--- config.mk ---
export PLATFORM = sky130hd
export DESIGN_NAME = afst_core
export DESIGN_NICKNAME = d
export VERILOG_FILES = /design/src/logic/afst_pkg.sv /design/src/logic/afst_pn_if.sv /design/src/logic/afst_pn.sv /design/src/logic/afst_core.sv
export SDC_FILE = /design/constraint.sdc
export NUM_CORES = 1
export LEC_CHECK = 0
export BUFFER_PORTS_ARGS = -buffer_cell sky130_fd_sc_hd__buf_2
export CAP_MARGIN = 5
export CORE_AREA = 2 2 161 163
export CTS_CLUSTER_DIAMETER = 60
export DETAILED_ROUTE_END_ITERATION = 8
export DIE_AREA = 0 0 163 165
export PLACE_DENSITY = 0.88
export SYNTH_ARGS = -nofsm -noshare
export SYNTH_HDL_FRONTEND = slang
export SYNTH_SLANG_ARGS = --single-unit
export TNS_END_PERCENT = 1
--- constraint.sdc ---
create_clock -name clk -period 6.5 [get_ports clk]
set_clock_uncertainty 0.15 [all_clocks]
set_input_delay 0.325 -clock clk [delete_from_list [all_inputs] [get_ports clk]]
set_output_delay 0.325 -clock clk [all_outputs]
set_load 0.05 [all_outputs]
--- src/logic/afst_pkg.sv ---
package afst_pkg;
	// ****************************************
	// Register map
	// ****************************************
	localparam int ADDR_W = 8;
	localparam logic [7:0] REG_POWER = 8'h08;
	localparam logic [7:0] REG_TEST_MODE = 8'h0d;
	localparam logic [7:0] REG_SELF_TEST = 8'h0e;
	localparam logic [7:0] REG_OUT_MODE = 8'h14;
	localparam logic [7:0] REG_SIG_LOW = 8'h24;
	localparam logic [7:0] REG_SIG_HIGH = 8'h25;
	localparam logic [7:0] REG_RESET_VAL = 8'h00;
	// ****************************************
	// Field positions
	// ****************************************
	localparam int PW_MODE_LSB = 0;
	localparam int PW_DITHER = 4;
	localparam int PW_PIN_STBY = 5;
	localparam int TM_SEL_LSB = 0;
	localparam int TM_HOLD_LONG = 4;
	localparam int TM_HOLD_SHORT = 5;
	localparam int ST_ENABLE = 0;
	localparam int ST_RESTART = 2;
	localparam int OM_FMT_LSB = 0;
	localparam int OM_DISABLE = 2;
	localparam int OM_DCO_INV = 3;
	localparam int OM_LVDS = 4;
	localparam int OM_SWING = 5;
	// ****************************************
	// Datapath and timing
	// ****************************************
	localparam int DATA_W = 14;
	localparam int LANE_W = 7;
	localparam int LAT_CYC = 12;
	localparam int SELF_TEST_CYC = 512;
	localparam int SELF_TEST_CNT_W = 10;
	localparam int SIG_W = 16;
	localparam logic [15:0] SIG_SEED = 16'h0000;
	localparam logic [22:0] PNL_SEED = 23'h7fffff;
	localparam logic [8:0] PNS_SEED = 9'h1ff;
	localparam logic [13:0] PAT_MID = 14'h2000;
	localparam logic [13:0] PAT_PFS = 14'h3fff;
	localparam logic [13:0] PAT_NFS = 14'h0000;
	localparam logic [13:0] PAT_CHK = 14'h1555;
	typedef enum logic [1:0] {
		FMT_OFFSET = 2'h0,
		FMT_TWOS = 2'h1,
		FMT_GRAY = 2'h2
	} afst_fmt_t;
	typedef enum logic [1:0] {
		PM_NORMAL = 2'h0,
		PM_DOWN = 2'h1,
		PM_STBY = 2'h2
	} afst_pm_t;
	typedef enum logic [3:0] {
		TP_OFF = 4'h0,
		TP_MID = 4'h1,
		TP_PFS = 4'h2,
		TP_NFS = 4'h3,
		TP_CHK = 4'h4,
		TP_PN_LONG = 4'h5,
		TP_PN_SHORT = 4'h6,
		TP_TOGGLE = 4'h7
	} afst_tp_t;
	typedef enum logic [1:0] {
		BS_IDLE = 2'b01,
		BS_RUN = 2'b10
	} afst_self_test_t;
endpackage

--- src/logic/afst_pn_if.sv ---
`timescale 1ns/1ns
`default_nettype none
interface afst_pn_if;
	logic step;
	logic restart;
	logic hold_long;
	logic hold_short;
	logic [13:0] word_long;
	logic [13:0] word_short;
	modport gen (input step, restart, hold_long, hold_short, output word_long, word_short);
	modport user (output step, restart, hold_long, hold_short, input word_long, word_short);
endinterface
`default_nettype wire

--- src/logic/afst_pn.sv ---
`timescale 1ns/1ns
`default_nettype none
module afst_pn (
	// Clock and reset
	input wire logic clk,
	input wire logic rst,
	// Generator control and words
	afst_pn_if.gen pn
);
	import afst_pkg::*;
	logic [22:0] long_q;
	logic [22:0] long_d;
	logic [8:0] short_q;
	logic [8:0] short_d;
	// ****************************************
	// Generators
	// ****************************************
	// Seed hold beats stepping so the seed is parked while the bit stays set
	assign long_d = pn.hold_long ? PNL_SEED :
		pn.step ? {long_q[21:0], long_q[22] ^ long_q[17]} : long_q;
	assign short_d = (pn.hold_short || pn.restart) ? PNS_SEED :
		pn.step ? {short_q[7:0], short_q[8] ^ short_q[4]} : short_q;
	always_ff @(posedge clk) begin
		if (rst) begin
			long_q <= PNL_SEED;
			short_q <= PNS_SEED;
		end else begin
			long_q <= long_d;
			short_q <= short_d;
		end
	end
	assign pn.word_long = long_q[13:0];
	assign pn.word_short = {short_q, short_q[8:4]};
endmodule
`default_nettype wire

--- src/logic/afst_core.sv ---
`timescale 1ns/1ns
`default_nettype none
// Overview of operation
// - Power-down stops conversion, outputs high impedance
// - Standby keeps reference on; pin role selectable
// - CMOS by default; LVDS by pin or register
// - Reduced LVDS swing by pin or register
// - Format pin selects offset binary or twos
// - Serial mode offers offset, twos, gray
// - Output-disable pin three-states data and clock
// - Output-disable register bit three-states outputs too
// - Pin and register bit are ORed
// - Latency 12 cycles CMOS; LVDS even lanes at 11.5, odd lanes at 12
// - Data updates after sample clock rising edge
// - CMOS data clock, capture rising, invertible
// - LVDS double rate, odd rise, even fall
// - Offset codes, twos flips top, overrange flag
// - Self-test drives pseudorandom words 512 cycles
// - Signature stored in two read-only registers
// - Outputs stay connected during self-test
// - Control bit restarts or continues generator
// - Test mode replaces core, goes through formatter
// - Reset bits hold generators at seed
// - Patterns advance only on sample clock
module afst_core #(
	parameter int LATENCY = afst_pkg::LAT_CYC,
	parameter int SELF_TEST_LEN = afst_pkg::SELF_TEST_CYC
) (
	// Clock and reset
	input wire logic clk,
	input wire logic rst,
	// Sample clock and converter core
	input wire logic sample_clk,
	input wire logic [afst_pkg::DATA_W-1:0] core_code,
	input wire logic core_over,
	// Static control pins
	input wire logic serial_mode_pin,
	input wire logic power_down_pin,
	input wire logic output_disable_pin,
	input wire logic lvds_select_pin,
	input wire logic reduced_swing_select,
	input wire logic format_select_pin,
	input wire logic dither_pin,
	// Register port
	input wire logic reg_wr,
	input wire logic reg_rd,
	input wire logic [afst_pkg::ADDR_W-1:0] reg_addr,
	input wire logic [7:0] reg_wdata,
	output logic [7:0] reg_rdata_q,
	output logic reg_rvalid_q,
	// Output pins
	output logic [afst_pkg::DATA_W-1:0] data_q,
	output logic data_oe_n_q,
	output logic over_q,
	output logic data_clock_output_q,
	output logic dco_oe_n_q,
	// Analog controls
	output logic lvds_mode_q,
	output logic reduced_swing_q,
	output logic dither_q,
	output logic ref_on_q,
	output logic core_on_q
);
	import afst_pkg::*;
	// ****************************************
	// Functions
	// ****************************************
	function automatic logic [DATA_W-1:0] fmt_word(input logic [DATA_W-1:0] c, input logic [1:0] f);
		logic [DATA_W-1:0] r;
		r = c;
		if (f == FMT_TWOS) begin
			r = {~c[DATA_W-1], c[DATA_W-2:0]};
		end else if (f == FMT_GRAY) begin
			r = c ^ (c >> 1);
		end
		return r;
	endfunction
	function automatic logic [LANE_W-1:0] lanes(input logic [DATA_W-1:0] w, input logic odd);
		logic [LANE_W-1:0] r;
		r = '0;
		for (int i = 0; i < LANE_W; i++) begin
			r[i] = odd ? w[2*i+1] : w[2*i];
		end
		return r;
	endfunction
	function automatic logic [SIG_W-1:0] misr(input logic [SIG_W-1:0] s, input logic [DATA_W:0] w);
		return {s[SIG_W-2:0], s[15] ^ s[14] ^ s[12] ^ s[3]} ^ {{(SIG_W-DATA_W-1){1'b0}}, w};
	endfunction
	// ****************************************
	// Input synchronisers
	// ****************************************
	localparam int NSYNC = 8 + DATA_W + 1;
	logic [NSYNC-1:0] sync1_q;
	logic [NSYNC-1:0] sync2_q;
	logic sclk3_q;
	always_ff @(posedge clk) begin
		if (rst) begin
			sync1_q <= '0;
			sync2_q <= '0;
			sclk3_q <= 1'b0;
		end else begin
			sync1_q <= {sample_clk, serial_mode_pin, power_down_pin, output_disable_pin,
				lvds_select_pin, reduced_swing_select, format_select_pin, dither_pin,
				core_over, core_code};
			sync2_q <= sync1_q;
			sclk3_q <= sync2_q[NSYNC-1];
		end
	end
	wire sclk_s = sync2_q[NSYNC-1];
	wire serial_s = sync2_q[NSYNC-2];
	wire pd_pin_s = sync2_q[NSYNC-3];
	wire dis_pin_s = sync2_q[NSYNC-4];
	wire lvds_pin_s = sync2_q[NSYNC-5];
	wire rs_pin_s = sync2_q[NSYNC-6];
	wire fmt_pin_s = sync2_q[NSYNC-7];
	wire dith_pin_s = sync2_q[NSYNC-8];
	wire [DATA_W:0] core_s = sync2_q[DATA_W:0];
	wire samp_rise = sclk_s & ~sclk3_q;
	wire samp_fall = ~sclk_s & sclk3_q;
	// ****************************************
	// Registers
	// ****************************************
	logic [7:0] pwr_q;
	logic [7:0] tm_q;
	logic [7:0] st_q;
	logic [7:0] om_q;
	logic [SIG_W-1:0] sig_q;
	afst_self_test_t bs_q;
	logic [SELF_TEST_CNT_W-1:0] bcnt_q;
	logic [SIG_W-1:0] misr_q;
	wire wr_pwr = reg_wr && reg_addr == REG_POWER;
	wire wr_tm = reg_wr && reg_addr == REG_TEST_MODE;
	wire wr_st = reg_wr && reg_addr == REG_SELF_TEST;
	wire wr_om = reg_wr && reg_addr == REG_OUT_MODE;
	logic [7:0] rd_mux;
	always_comb begin
		rd_mux = '0;
		if (reg_addr == REG_POWER) begin
			rd_mux = pwr_q;
		end else if (reg_addr == REG_TEST_MODE) begin
			rd_mux = tm_q;
		end else if (reg_addr == REG_SELF_TEST) begin
			rd_mux = st_q;
		end else if (reg_addr == REG_OUT_MODE) begin
			rd_mux = om_q;
		end else if (reg_addr == REG_SIG_LOW) begin
			rd_mux = sig_q[7:0];
		end else if (reg_addr == REG_SIG_HIGH) begin
			rd_mux = sig_q[15:8];
		end
	end
	// ****************************************
	// Effective controls
	// ****************************************
	wire [1:0] pm_reg = pwr_q[PW_MODE_LSB +: 2];
	wire pin_stby = pwr_q[PW_PIN_STBY];
	wire pd_eff = pm_reg == PM_DOWN || (pd_pin_s && !pin_stby);
	wire stby_eff = pm_reg == PM_STBY || (pd_pin_s && pin_stby);
	wire convert = !pd_eff && !stby_eff;
	wire dis_eff = dis_pin_s | om_q[OM_DISABLE];
	wire lvds_eff = lvds_pin_s | om_q[OM_LVDS];
	wire rs_eff = rs_pin_s | om_q[OM_SWING];
	wire dith_eff = dith_pin_s | pwr_q[PW_DITHER];
	// Pin strap only picks between two codes; gray needs the serial port
	wire [1:0] fmt_sel = serial_s ? om_q[OM_FMT_LSB +: 2] : {1'b0, fmt_pin_s};
	wire drive = convert && !dis_eff;
	wire step = samp_rise && convert;
	// ****************************************
	// Pattern generators and self-test
	// ****************************************
	afst_pn_if pn_if ();
	afst_pn u_pn (
		.clk(clk),
		.rst(rst),
		.pn(pn_if.gen)
	);
	wire self_test_start = wr_st && reg_wdata[ST_ENABLE] && bs_q == BS_IDLE;
	wire self_test_run = bs_q == BS_RUN;
	wire self_test_last = self_test_run && step && bcnt_q == SELF_TEST_CNT_W'(SELF_TEST_LEN - 1);
	assign pn_if.step = step;
	assign pn_if.restart = self_test_start && reg_wdata[ST_RESTART];
	assign pn_if.hold_long = tm_q[TM_HOLD_LONG];
	assign pn_if.hold_short = tm_q[TM_HOLD_SHORT];
	wire [3:0] tp_sel = tm_q[TM_SEL_LSB +: 4];
	logic toggle_q;
	logic [DATA_W:0] src;
	always_comb begin
		src = core_s;
		if (tp_sel == TP_MID) begin
			src = {1'b0, PAT_MID};
		end else if (tp_sel == TP_PFS) begin
			src = {1'b0, PAT_PFS};
		end else if (tp_sel == TP_NFS) begin
			src = {1'b0, PAT_NFS};
		end else if (tp_sel == TP_CHK) begin
			src = {1'b0, toggle_q ? ~PAT_CHK : PAT_CHK};
		end else if (tp_sel == TP_PN_LONG) begin
			src = {1'b0, pn_if.word_long};
		end else if (tp_sel == TP_PN_SHORT) begin
			src = {1'b0, pn_if.word_short};
		end else if (tp_sel == TP_TOGGLE) begin
			src = {1'b0, toggle_q ? PAT_PFS : PAT_NFS};
		end else if (self_test_run) begin
			src = {1'b0, pn_if.word_short};
		end
	end
	// Core already clamps; overrange rides beside the code
	wire [DATA_W:0] fword = {src[DATA_W], fmt_word(src[DATA_W-1:0], fmt_sel)};
	wire [SIG_W-1:0] misr_d = misr(misr_q, fword);
	// ****************************************
	// Register and self-test state
	// ****************************************
	always_ff @(posedge clk) begin
		if (rst) begin
			pwr_q <= REG_RESET_VAL;
			tm_q <= REG_RESET_VAL;
			om_q <= REG_RESET_VAL;
			st_q <= REG_RESET_VAL;
			sig_q <= SIG_SEED;
			misr_q <= SIG_SEED;
			bcnt_q <= '0;
			bs_q <= BS_IDLE;
			toggle_q <= 1'b0;
		end else begin
			if (wr_pwr) pwr_q <= reg_wdata;
			if (wr_tm) tm_q <= reg_wdata;
			if (wr_om) om_q <= reg_wdata;
			if (step) toggle_q <= ~toggle_q;
			case (bs_q)
				BS_IDLE: begin
					if (wr_st) st_q <= reg_wdata;
					if (self_test_start) begin
						bs_q <= BS_RUN;
						bcnt_q <= '0;
						misr_q <= SIG_SEED;
					end
				end
				BS_RUN: begin
					if (step) begin
						bcnt_q <= bcnt_q + 1'b1;
						misr_q <= misr_d;
					end
					if (self_test_last) begin
						bs_q <= BS_IDLE;
						sig_q <= misr_d;
						st_q[ST_ENABLE] <= 1'b0;
					end
				end
				default: bs_q <= BS_IDLE;
			endcase
		end
	end
	// ****************************************
	// Pipeline and output stage
	// ****************************************
	logic [DATA_W:0] pipe_q [LATENCY];
	logic [DATA_W:0] hold_q;
	// Cleared on reset so no unknown word reaches the pins or the checks
	always_ff @(posedge clk) begin
		if (rst) begin
			for (int i = 0; i < LATENCY; i++) begin
				pipe_q[i] <= '0;
			end
		end else if (step) begin
			pipe_q[0] <= fword;
			for (int i = 1; i < LATENCY; i++) begin
				pipe_q[i] <= pipe_q[i-1];
			end
		end
	end
	wire [DATA_W:0] tail = pipe_q[LATENCY-1];
	always_ff @(posedge clk) begin
		if (rst) begin
			hold_q <= '0;
			data_q <= '0;
			over_q <= 1'b0;
			data_clock_output_q <= 1'b0;
			data_oe_n_q <= 1'b1;
			dco_oe_n_q <= 1'b1;
		end else begin
			data_oe_n_q <= !drive;
			dco_oe_n_q <= !drive;
			if (lvds_eff) begin
				data_clock_output_q <= sclk_s;
				if (samp_fall && convert) begin
					hold_q <= tail;
					data_q <= {{(DATA_W-LANE_W){1'b0}}, lanes(tail[DATA_W-1:0], 1'b0)};
					over_q <= tail[DATA_W];
				end else if (step) begin
					data_q <= {{(DATA_W-LANE_W){1'b0}}, lanes(hold_q[DATA_W-1:0], 1'b1)};
				end
			end else begin
				// Rising edge sits mid-word so capture has half a period of margin
				data_clock_output_q <= ~sclk_s ^ om_q[OM_DCO_INV];
				if (step) begin
					data_q <= tail[DATA_W-1:0];
					over_q <= tail[DATA_W];
				end
			end
		end
	end
	always_ff @(posedge clk) begin
		if (rst) begin
			reg_rdata_q <= '0;
			reg_rvalid_q <= 1'b0;
			lvds_mode_q <= 1'b0;
			reduced_swing_q <= 1'b0;
			dither_q <= 1'b0;
			ref_on_q <= 1'b0;
			core_on_q <= 1'b0;
		end else begin
			reg_rdata_q <= reg_rd ? rd_mux : 8'h00;
			reg_rvalid_q <= reg_rd;
			lvds_mode_q <= lvds_eff;
			reduced_swing_q <= lvds_eff && rs_eff;
			dither_q <= dith_eff;
			ref_on_q <= !pd_eff;
			core_on_q <= convert;
		end
	end

	logic [SELF_TEST_CNT_W:0] h_steps_q;
	always_ff @(posedge clk) begin
		if (rst || self_test_start) h_steps_q <= '0;
		else if (self_test_run && step) h_steps_q <= h_steps_q + 1'b1;
	end
endmodule
`default_nettype wire

Word-level counts from Yosys, hierarchy flattened --
Memory sizes are Yosys's and may differ from the RTL's. Cells that the tools add are included.
Word-level totals: register bits 201, memory bits (writable) 180, bits of input ports 43, output and inout port bits 32, word-level logic and storage cells 179, memories kept 1
Memory list:
- pipe_q | depth 12, width 15, read ports 12, clocked after memory_dff 0, write ports 12, RTL line afst_core.sv:256 | logic [DATA_W:0] pipe_q [LATENCY];
Cells by class: add/subtract/negate cells 1, equal/unequal tests 25, muxes and demuxes 56, bitwise gates (word level) 31, reduce and logical (&&, ||, !) cells 38
Operators with widths (count):
- $mux W15 | 20
- $mux W14 | 8
- $mux W8 | 6
- $mux W16 | 2
- $pmux W16 S2 | 1
- $eq A8 B4 Y1 const B | 3
- $mux W10 | 2
- $pmux W10 S2 | 1
- $eq A4 B3 Y1 const B | 4
- $eq A8 B6 Y1 const B | 2
- $logic_and A1 B1 Y1 | 16
- $or A1 B1 Y1 | 16
- $xor A16 B15 Y16 | 1
- $xor A14 B13 Y14 | 1
- $reduce_and A2 Y1 | 6
- $mux W1 | 11
- $add A10 B1 Y10 const B | 1
- $eq A10 B9 Y1 const B | 1
- $eq A4 B2 Y1 const B | 2
- $eq A8 B5 Y1 const B | 1
- $eq A2 B1 Y1 const B | 3
- $eq A2 B2 Y1 const B | 3
- $mux W2 | 3
- $ne A2 B2 Y1 const B | 3
- other kinds (12) | 34

Depth between registers and ports, before layout --
Gate-level depths: netlist of the first run.
depth in word-level cells 15, gate-level depth with buffers 11, gate-level depth less buffers 9

By module --
Synthesis of the first run repeated with hierarchy kept, for this count alone.
Second synthesis, totals: cell total of the unflattened synthesis 1409, area, all modules 15339.7 µm²
Modules (own cells, without submodules):
- afst_core | instances 1, cells each 1283, area each 14046.0 µm², seq. area each 8648.3 µm²
- afst_pn | instances 1, cells each 126, area each 1293.7 µm², seq. area each 640.6 µm²

Worst setup path after synthesis of the first run --
No wires, ideal clock.
kind register -> register, start register pwr_q[0], end memory pipe_q[0][0] (netlist bit), enable pin, library setup time 1465 ps, data arrival time 4129 ps, required time 4885 ps, path slack 757 ps, cell stages (with the launch flop) 6, path buffers 1, clock period less this slack 5743 ps, cells stage by stage dfxtp_1 -> xor2_1 -> nor2_1 -> nand2_1 -> clkbuf_1 -> nand2_1
RTL lines:
- from (decl) | RTL line afst_core.sv:123 | logic [7:0] pwr_q;
- from (signal assigned) | RTL line afst_core.sv:225 | if (wr_pwr) pwr_q <= reg_wdata;
- to (decl) | RTL line afst_core.sv:256

==> summary.md, run 1 <==
| Metric | Value |
|---|---|
| Run status | complete, no violations |
| Startpoint kind of the worst setup timing path | flop |
| I/O pins | 75 |
| Maximum number of pins on one net before global-route repair | 140 |
| Starting density of the core | 60.80% |
| Arrival time of the worst setup path | 3730 ps |
| Delay of the slowest cell on the worst path | 730 ps |
| Initial DRC Count | 1,300 |
| Die ar. | 0.02690 sq mm |
| Setup WS pre-CTS | 2785 ps |
| TritonCTS buffer count | 38 |
| Worst hold path class | in -> reg |
| Total iterations of the first detailed-routing run | 7 |
| Fmax achieved | 0.2672 GHz |
| Post-synthesis instance area | 0.01522 sq mm |
| FF-to-FF Start | sync2_q[22]$_SDFF_PP0_ |
| Async set-reset flop share out of synthesis | 0% |
| Number of nets produced by synthesis | 1,465 |
| CP max FO | 139 |
| LEAKAGE | 6.876 nW |
| Post-synthesis sequential element count | 374 |
| Net count reported at finish | 1,530 |
| Number of global-route vias before repair | 10,610 |
| Number of remaining DRC errors | 0 |
| Worst setup slack after layout | 2758 ps |
| Core Box Area | 0.02504 sq mm |
| Reported net switching power | 0.001195 W |
| Total power divided by cell area | 298.4 mW/mm^2 |
| Gate Count Post-Synth | 1,419 |
| Number of H-tree levels | 2 |
| Total global-route track usage | 24.31% |
| Switch share | 23.08% |
| Yosys warns | 0 |
| Required arrival time at the worst endpoint | 6490 ps |
| Post-Syn Area per Cell | 10.73 sq um |
| Count of cell types in the netlist | 73 |
| Antenna Diode Count | 0 |
| Setup repair after global routing missed its margin | false |
| Max-Slew Margin vs Limit | 14.63% |
| # placed instances | 1,743 |
| Placed inst area | 0.01577 sq mm |
| Number of enable flip-flop cells after synthesis | 180 |
| Post-route cell area | 0.01736 sq mm |
| Post-synthesis to final-layout area growth | 14.06% |
| Number of input and output port buffers inserted | 74 |
| Number of fill cells | 1,629 |
| Library cell contributing the largest single delay on the critical path | sky130_fd_sc_hd__buf_4 |
| Grt total ovfl | 0 |
| Sequential cell area | 0.009289 sq mm |
| TritonCTS clock tree | yes |
| First-pass GRT wire length | 52.37 mm |
| Max clock buf depth | 3 |
| Period Utilization, post-route | 57.57% |
| Hold wc startpoint | reg_rd |
| Number of antenna violations at the first check in global routing | 0 |
| DP Wirelength | 19.77 mm |
| Die Width | 163 microns |
| Final Wtd Congestion | 0.9078 |
| Residual antenna-violating net count after detailed routing | 0 |
| Critical path class | reg -> reg |
| Via/cell ratio | 6.033 |
| Count of final max-slew check failures | 0 |
| Final period demand of the worst path | 3742 ps |
| Total negative slack | 0 ps |
| Cells along the critical path | nor2b_4 > buf_4 > nand2_1 > buf_4 > nand2_4 > buf_4 |
| Combinational group share of total power | 7.5% |
| Routed length per placed instance | 17.71 microns |
| Maximum VDD drop | 0.0002503 V |
| Aggregate routed wire length | 32.66 mm |
| Most prevalent standard cell on the critical path | sky130_fd_sc_hd__buf_4 |
| Number of clock sinks | 374 |
| Multi-input gate area in the final layout | 0.005507 sq mm |
| Final Hold Viols | 0 |
| Total vias in the final route | 11,130 |
| Cell chosen for the clock root | sky130_fd_sc_hd__clkbuf_16 |
| Tightest Pin Transition | 1279 ps |
| Most used flip-flop cell after synthesis | sky130_fd_sc_hd__dfxtp_1 |
| Sequential area share after synthesis | 61.02% |
| Depth of the worst hold-timing path | 3 |
| Number of cells on the worst reg-to-reg path | 6 |
| Fraction of layout cells with a size suffix above 1 | 12.09% |
| Clock Pin Slew Worst Setup and Hold Paths | 60 ps |
| Setup violations, final | 0 |
| Post-CTS setup-driven buffer insertion count | 0 |
| Internal Pwr Total | 0.003985 W |
| Portion of total power attributed to sequential cells | 50.3% |
| Maxcap violations | 0 |
| Row count | 58 |
| Post-route non-filler standard cell count | 1,844 |
| Post-Route Hold Slack | 108.2 ps |
| Die Y | 165 microns |
| Nature of the critical path endpoint | flop |
| Setup crit start | sync2_q[22]$_SDFF_PP0_ |
| Clock share of power | 42.2% |
| Clock insertion delay at the later pin of the skew report | 530 ps |
-- logic make-up after synthesis --
kind of cell / synth area share [%]
buf+inv: 3.008
flops: 61.02
xor+xnor: 2.071
compound gates: 10.36
fa+ha+maj: 0.2466
mux: 0.6576
simple gates: 22.63
-- sequential cells by signal, summed over array words and instances, names as in the netlist, 2 cells and up --
name / count
st_q: 8
sync2_q: 23
pipe_q: 180
om_q: 8
u_pn.long_q: 23
reg_rdata_q: 8
misr_q: 16
sync1_q: 23
data_q: 14
hold_q: 7
bcnt_q: 10
tm_q: 8
u_pn.short_q: 9
bs_q: 2
pwr_q: 8
sig_q: 16
-- Yosys cell counts (all sizes together), types with 16 or more instances --
cell	n	area, sq um
a211oi	22	170.2
a21oi	61	309.1
a22oi	37	277.8
and3	141	882.1
buf	16	105.1
clkbuf	84	315.3
dfxtp	194	3884
edfxtp	180	5405
nand2	165	619.3
nand3	68	340.3
nor2	83	311.6
nor2b	87	544.3
nor3	19	100.1
o21ai	47	239.0
xnor2	21	183.9
-- final cells by class --
class / instances / area share, %
inverters: 10 / 0.2162
well taps: 330 / 2.378
clock buffers: 44 / 5.845
clock inverters: 26 / 1.542
repair buffers: 125 / 4.800
flip-flops and latches: 374 / 53.50
multi-input cells: 935 / 31.72
-- repair_timing --
action                                  4_1_cts  5_1_grt
endpoints found under the setup margin        0        0
gates resized for setup                       0        0
hold buffers                                 31        0
endpoints found under the hold margin        55        0
-- per-layer routing --
layer	track usage [%]	up-vias	wire (microns)	part of all wire [%]
li1	-	5264	-	-
met1	31.42	5313	13440	41
met2	41.95	482	16080	49
met3	3.641	66	2357	7.2
met4	8.608	0	778	2.4
met5	0	-	0	0
-- metrics by stage --
stage,util [%],power [W]
after floorplan,-,0.002930
after global placement,62.98,0.003005
after detailed placement,62.98,0.003023
after CTS,69.35,0.005199
after global routing,69.35,0.005347
final,69.35,0.005180
-- cells in the final DEF (no fill, tap or decap), drive strengths merged, types with 4 or more instances in the layout --
cell type    instances
edfxtp             180
or3                 12
xnor2               21
a311oi               6
clkinv              17
or2                  6
nor2b               87
xor2                15
nand4                8
a32oi                4
nand2b              14
nor4                 9
nand3b               7
a22oi               37
clkbuf              44
buf                 94
and3               141
inv                 12
o21ai               47
dfxtp              194
o32ai                5
a222oi               5
dlygate4sd3         31
nor3b               13
o21a                 7
a221oi               6
a211oi              22
mux2i               10
nor2                83
o211ai               5
a31oi                5
nand2              165
nand3               68
nor3                19
bufinv               4
a21oi               61
-- power groups by stage --
| stage | clock, W | sequential, W | combinational, W |
|---|---|---|---|
| after floorplan | 0 | 0.00267 | 0.000256 |
| after global placement | 0 | 0.00265 | 0.000355 |
| after detailed placement | 0 | 0.00266 | 0.000366 |
| after CTS | 0.00221 | 0.00261 | 0.000383 |
| after global routing | 0.00230 | 0.00261 | 0.000428 |
| final | 0.00219 | 0.00261 | 0.000387 |
-- worst paths after layout --
path	to	slack, ps
max	pipe_q[0][40]$_SDFFCE_PN0P_	2760
min	reg_rdata_q[3]$_SDFF_PP0_	110
max reg2reg	pipe_q[0][40]$_SDFFCE_PN0P_	2760
min reg2reg	sync2_q[0]$_SDFF_PP0_	290
-- critical path, delay by kind of cell (launching register included) --
family	cells	cell delay, ps
flip-flops	1	380
buffers and inverters	3	1760
AND/OR/NAND/NOR	3	990
(Power assumes the default switching activity.)
==> run 2: changes to the inputs <==
- ABC_AREA: default -> 1
- CORE_AREA: 2 2 161 163 -> 2 2 172 174
- DIE_AREA: 0 0 163 165 -> 0 0 174 176
- PLACE_DENSITY: 0.88 -> 0.84
- clock period: 6.5 -> 3.2 ns (I/O delays scaled with it)
==> summary.md, run 2 <==
| Metric | Value |
|---|---|
| Grt total ovfl | 0 |
| Delay of the slowest cell on the worst path | 450 ps |
| Most frequent cells in the layout | 335 x sky130_fd_sc_hd__nand2_1, 332 x sky130_fd_sc_hd__inv_1, 276 x sky130_fd_sc_hd__nor2_1, 194 x sky130_fd_sc_hd__dfxtp_1, 180 x sky130_fd_sc_hd__edfxtp_1 |
| Buffers plus inverters on the worst setup path | 2 |
| Via/cell ratio | 5.241 |
| I/O pins | 75 |
| Critical path class | reg -> reg |
| Residual antenna-violating net count after detailed routing | 0 |
| Fraction of layout cells with a size suffix above 1 | 10.25% |
| Post-route non-filler standard cell count | 2,337 |
| Top cells by count, synth | 337 x sky130_fd_sc_hd__nand2_1, 332 x sky130_fd_sc_hd__inv_1, 276 x sky130_fd_sc_hd__nor2_1 |
| Required arrival time at the worst endpoint | 3500 ps |
| Gate Count Post-Synth | 1,821 |
| Post-synthesis sequential element count | 374 |
| TritonCTS clock tree | yes |
| Maxcap violations | 0 |
| Post-route cell area | 0.01808 sq mm |
| Number of enable flip-flop cells after synthesis | 180 |
| Multi-input gate area in the final layout | 0.004687 sq mm |
| Initial DRC Count | 1,263 |
| Sequential area share after synthesis | 59.57% |
| Most heavily used metal layer in global routing | met2 |
| Most common cell after layout, fill and taps aside | sky130_fd_sc_hd__nand2_1 |
| Arrival time of the worst setup path | 2950 ps |
| Top cell type by total area after synthesis | sky130_fd_sc_hd__edfxtp_1 |
| Clock insertion delay at the later pin of the skew report | 520 ps |
| Library cell contributing the largest single delay on the critical path | sky130_fd_sc_hd__dfxtp_1 |
| Maximum VDD drop | 0.0003639 V |
| Net count reported at finish | 1,970 |
| Max clock buf depth | 3 |
| Die Y | 176 microns |
| Number of antenna violations at the first check in global routing | 3 |
| Post-layout utilization of the core | 63.35% |
| Post-Route Hold Slack | 56.63 ps |
| Number of fill cells | 2,088 |
| Setup violations, final | 0 |
| Number of input and output port buffers inserted | 74 |
| Core Box Area | 0.02855 sq mm |
| Top delay family on crit path | simple AND/OR/NAND/NOR gates |
| Most common cell in the netlist | sky130_fd_sc_hd__nand2_1 |
| Final Hold Viols | 0 |
| Aggregate routed wire length | 35.64 mm |
| Die Width | 174 microns |
| Maximum number of pins on one net before global-route repair | 76 |
| Number of remaining DRC errors | 0 |
| Top-area cell type share of the netlist area | 34.67% |
| Met3 track demand over resource | 4.393% |
| Row count | 62 |
| Final period demand of the worst path | 2651 ps |
| Worst hold path class | in -> reg |
| Nature of the critical path endpoint | flop |
| # placed instances | 2,228 |
| Count of final max-slew check failures | 0 |
| Most prevalent standard cell on the critical path | sky130_fd_sc_hd__nand2_1 |
| DP Wirelength | 21.76 mm |
| Total negative slack | 0 ps |
| Async set-reset flop share out of synthesis | 0% |
| Total vias in the final route | 12,250 |
| Register with the most flip-flops | pipe_q |
| Number of nets produced by synthesis | 1,867 |
| Starting density of the core | 54.62% |
| Startpoint kind of the worst setup timing path | flop |
| Tightest Pin Transition | 966.1 ps |
| Yosys warns | 0 |
| Setup repair after global routing missed its margin | false |
| Cells taking the most area after synthesis | sky130_fd_sc_hd__edfxtp_1 35%, sky130_fd_sc_hd__dfxtp_1 25%, sky130_fd_sc_hd__nand2_1 8.1% |
| Number of H-tree levels | 2 |
| Post-synthesis instance area | 0.01559 sq mm |
| Met1 routing resource usage after global routing | 28.70% |
| Number of clock sinks | 374 |
| Die ar. | 0.03062 sq mm |
| Global routing usage on met2 | 41.30% |
| Routed length per placed instance | 15.25 microns |
| Number of global-route vias before repair | 12,180 |
| TritonCTS buffer count | 36 |
| Total iterations of the first detailed-routing run | 6 |
| Post-synthesis to final-layout area growth | 15.98% |
| Placed inst area | 0.01640 sq mm |
| Total power divided by cell area | 594.4 mW/mm^2 |
| Total global-route track usage | 23.58% |
| Cell chosen for the clock root | sky130_fd_sc_hd__clkbuf_16 |
| Max-Slew Margin vs Limit | 35.52% |
| Most used flip-flop cell after synthesis | sky130_fd_sc_hd__dfxtp_1 |
| Fmax achieved | 0.3772 GHz |
| LEAKAGE | 7.898 nW |
| CP max FO | 20 |
| Post-CTS setup-driven buffer insertion count | 0 |
| Sequential cell area | 0.009289 sq mm |
| Post-Syn Area per Cell | 8.563 sq um |
| Final Wtd Congestion | 0.9039 |
| First-pass GRT wire length | 58.51 mm |
| Clock Pin Slew Worst Setup and Hold Paths | 70 ps |
| Flip-flop count of the largest register, all copies and words added | 180 |
| Cells along the critical path | inv_2 > nor2_2 > nand2_1 > o21ai_0 > inv_1 > nand2_1 > nand2_1 > a21oi_1 > nor2_1 > nand3_1 > nand2_1 > nand2_1 > nand3_1 > a21oi_1 |
| Run status | complete, no violations |
| Period Utilization, post-route | 82.84% |
| Count of cell types in the netlist | 45 |
run 2: changes by cell type after synthesis, moves of 18 or more:
cell and delta:
sky130_fd_sc_hd__nand2_1 +172, sky130_fd_sc_hd__inv_1 +322, sky130_fd_sc_hd__a21oi_1 +73, sky130_fd_sc_hd__nor2b_1 -87
sky130_fd_sc_hd__clkbuf_1 -36, sky130_fd_sc_hd__a211oi_1 -18, sky130_fd_sc_hd__nand3_1 +28, sky130_fd_sc_hd__and3_1 -141
sky130_fd_sc_hd__nor2_1 +193, sky130_fd_sc_hd__a22oi_1 -37
run 2: final timing paths:
check | from | endpoint | slack [ps] | cells past startpoint
max | tm_q[1]$_SDFFE_PP0P_ | misr_q[3]$_SDFFE_PP0P_ | 550 | 14
min | reg_addr[1] | reg_rdata_q[3]$_SDFF_PP0_ | 60 | 5
max reg2reg | tm_q[1]$_SDFFE_PP0P_ | misr_q[3]$_SDFFE_PP0P_ | 550 | 14
min reg2reg | sync1_q[10]$_SDFF_PP0_ | sync2_q[10]$_SDFF_PP0_ | 250 | 2
run 2: layer usage:
metal  vias to the layer above  wire length (microns)
met4                         2                   1269
met5                         -                     13
li1                       5942                      -
met3                        97                   2577
met1                      5696                  14340
met2                       512                  17440
run 2: report_power, final:
part / switching (W) / internal (W) / leakage, nW
Sequential: 0.0000791 / 0.00522 / 3.46
Clock: 0.00177 / 0.00273 / 0.613
Combinational: 0.000676 / 0.000272 / 3.83
Total: 0.00253 / 0.00822 / 7.90
run 2: kinds of logic after synthesis:
group,count (synthesis),share of synthesized area (%)
compound gates,241,8.361
xor+xnor,9,0.5056
fa+ha+maj,3,0.2408
buf+inv,422,10.55
flops,374,59.57
mux,1,0.06420
simple gates,771,20.70
run 2: area by class of cell:
| cell class | instances | share of cell area [%] |
|---|---|---|
| diodes | 2 | 0.02767 |
| clock inverters | 19 | 1.543 |
| multi-input cells | 1025 | 25.92 |
| inverters | 343 | 7.119 |
| well taps | 384 | 2.657 |
| flip-flops and latches | 374 | 51.36 |
| clock buffers | 46 | 5.410 |
| repair buffers | 144 | 5.964 |
run 2: what timing repair did:
item / 4_1_cts / 5_1_grt
resized for setup: 0 / 0
hold buffers: 42 / 0
endpoints found under the hold margin: 72 / 0
run 2: worst reg2reg max path, delay by kind of cell (launching register included):
| kind | cells | cell delay (ps) |
|---|---|---|
| AND/OR/NAND/NOR | 9 | 1160 |
| buffers and inverters | 2 | 190 |
| AO/OA/AOI/OAI | 3 | 630 |
| flip-flops | 1 | 450 |
run 2: per-stage QoR:
step | setup slack, ps | total power, W
6_report | 549.0 | 0.01075
5_1_grt | 197.2 | 0.01109
4_1_cts | 619.2 | 0.01077
3_5_place_dp | 671.5 | 0.006258
3_3_place_gp | 721.9 | 0.006218
2_1_floorplan | 311.8 | 0.005987
==> run 3: changes to the inputs <==
- ABC_AREA: 1 -> 0
- CORE_AREA: 2 2 172 174 -> 2 2 161 163
- DIE_AREA: 0 0 174 176 -> 0 0 163 165
- PLACE_DENSITY: 0.84 -> 0.88
- clock period: 3.2 -> 2.6 ns (I/O delays scaled with it)
==> summary.md, run 3 (same netlist as run 1, synthesis figures left out) <==
| Metric | Value |
|---|---|
| Die Width | 163 microns |
| Grt total ovfl | 0 |
| Required arrival time at the worst endpoint | 2860 ps |
| Number of antenna violations at the first check in global routing | 0 |
| Core Box Area | 0.02504 sq mm |
| Maximum VDD drop | 0.0007113 V |
| Row count | 58 |
| Final Wtd Congestion | 0.9307 |
| Violated checks | setup timing |
| Startpoint kind of the worst setup timing path | flop |
| Setup WS pre-CTS | -102.4 ps |
| Number of remaining DRC errors | 0 |
| Post-layout utilization of the core | 73.02% |
| CP max FO | 11 |
| Final Hold Viols | 0 |
| Total iterations of the first detailed-routing run | 9 |
| DP Wirelength | 21.82 mm |
| Setup violations, final | 1 |
| I/O pins | 75 |
| Worst setup slack after layout | -47.11 ps |
| Final total power | 0.01345 W |
| Number of clock sinks | 374 |
| Maximum number of pins on one net before global-route repair | 119 |
| Post-Route Hold Slack | 36.40 ps |
| Cell chosen for the clock root | sky130_fd_sc_hd__clkbuf_16 |
| Register with the most flip-flops | pipe_q |
| Starting density of the core | 60.80% |
| Total power divided by cell area | 735.6 mW/mm^2 |
| Critical path class | reg -> reg |
| Maxcap violations | 0 |
| Final period demand of the worst path | 2647 ps |
| Arrival time of the worst setup path | 2910 ps |
| Total global-route track usage | 27.56% |
| TritonCTS buffer count | 39 |
| Most common cell after layout, fill and taps aside | sky130_fd_sc_hd__dfxtp_1 |
| Run status | finished, violations left |
| Count of final max-slew check failures | 0 |
| Number of global-route vias before repair | 11,250 |
| Initial DRC Count | 1,452 |
| Period Utilization, post-route | 101.8% |
| Total vias in the final route | 11,770 |
| Max-Slew Margin vs Limit | 44.56% |
| # placed instances | 1,811 |
| Post-synthesis to final-layout area growth | 20.10% |
| First-pass GRT wire length | 58.21 mm |
| LEAKAGE | 7.366 nW |
| Routed length per placed instance | 19.41 microns |
| Antenna Diode Count | 0 |
| Worst hold path class | in -> reg |
| Die ar. | 0.02690 sq mm |
| Aggregate routed wire length | 37.32 mm |
| Number of input and output port buffers inserted | 74 |
| Net count reported at finish | 1,608 |
| Number of H-tree levels | 2 |
| Via/cell ratio | 6.119 |
| Most frequent cells in the layout | 190 x sky130_fd_sc_hd__dfxtp_1, 180 x sky130_fd_sc_hd__edfxtp_1, 164 x sky130_fd_sc_hd__nand2_1, 141 x sky130_fd_sc_hd__and3_1, 86 x sky130_fd_sc_hd__nor2b_1 |
| Fraction of layout cells with a size suffix above 1 | 17.01% |
| Residual antenna-violating net count after detailed routing | 0 |
| Clock insertion delay at the later pin of the skew report | 530 ps |
| Flip-flop count of the largest register, all copies and words added | 180 |
| Max clock buf depth | 3 |
| Tightest Pin Transition | 828.6 ps |
| Fmax achieved | 0.3778 GHz |
| TritonCTS clock tree | yes |
| Setup repair after global routing missed its margin | true |
| Clock Pin Slew Worst Setup and Hold Paths | 60 ps |
| Nature of the critical path endpoint | flop |
| Die Y | 165 microns |
| Post-route non-filler standard cell count | 1,923 |
==> run 3: changes by cell type in the layout (fill, tap and decap cells not counted), sizes merged, moves of 62 or more <==
cell and delta:
and3 +141, inv -331, a21oi -78, buf +62, nand2 -182, nor2b +87, nor2 -197
==> run 3: through the flow <==
step           instance area [sq um]  setup TNS [ps]
2_1_floorplan                  15240               0
6_report                       18280          -47.11
3_3_place_gp                   16400               0
3_5_place_dp                   16400          -874.0
5_1_grt                        18280          -533.0
4_1_cts                        18170          -40.41
==> run 3: worst paths after layout <==
| kind | start | end | slack (ps) | cells after the start |
|---|---|---|---|---|
| max reg2reg | pwr_q[0]$_SDFFE_PP0P_ | misr_q[8]$_SDFFE_PP0P_ | -50 | 8 |
| min reg2reg | sync1_q[10]$_SDFF_PP0_ | sync2_q[10]$_SDFF_PP0_ | 280 | 1 |
| max | pwr_q[0]$_SDFFE_PP0P_ | misr_q[8]$_SDFFE_PP0P_ | -50 | 8 |
| min | reg_addr[0] | reg_rdata_q[7]$_SDFF_PP0_ | 40 | 4 |
==> run 3: area by class of cell <==
type | count | area (sq um)
Clock buffer | 56 | 1174
Inverter | 10 | 37.54
Multi-Input combinational cell | 935 | 5639
Clock inverter | 16 | 178.9
Sequential cell | 374 | 9299
Fill cell | 1551 | 6754
Timing Repair Buffer | 202 | 1541
Tap cell | 330 | 412.9
==> run 3: power by group <==
part / internal (W) / switching (W) / total [W]
Clock: 0.00346 / 0.00229 / 0.00576
Sequential: 0.00642 / 0.000106 / 0.00652
Combinational: 0.000426 / 0.000743 / 0.00117
Total: 0.0103 / 0.00314 / 0.0134
==> run 3: repair_timing <==
action	4_1_cts	5_1_grt
gates resized for setup	9	19
buffers inserted	0	2
setup endpoints to repair	31	41
hold buffers	38	0
pin swaps	1	1
endpoints found under the hold margin	69	0
==> run 3: metal layers <==
layer	wire length (microns)	global-route usage (%)
met5	0	0
met2	17500	45.01
met3	2904	5.851
met1	15060	34.99
met4	1845	13.84
==> run 3: worst max-delay path, cell delays in order, from the launching register on <==
cell and delay [ps]:
sky130_fd_sc_hd__dfxtp_1 480, sky130_fd_sc_hd__xor2_2 210, sky130_fd_sc_hd__nor3b_4 520, sky130_fd_sc_hd__nand2_1 160, sky130_fd_sc_hd__or2_2 330, sky130_fd_sc_hd__buf_4 190, sky130_fd_sc_hd__nor3b_1 230, sky130_fd_sc_hd__o21ai_0 150
sky130_fd_sc_hd__o311ai_0 120
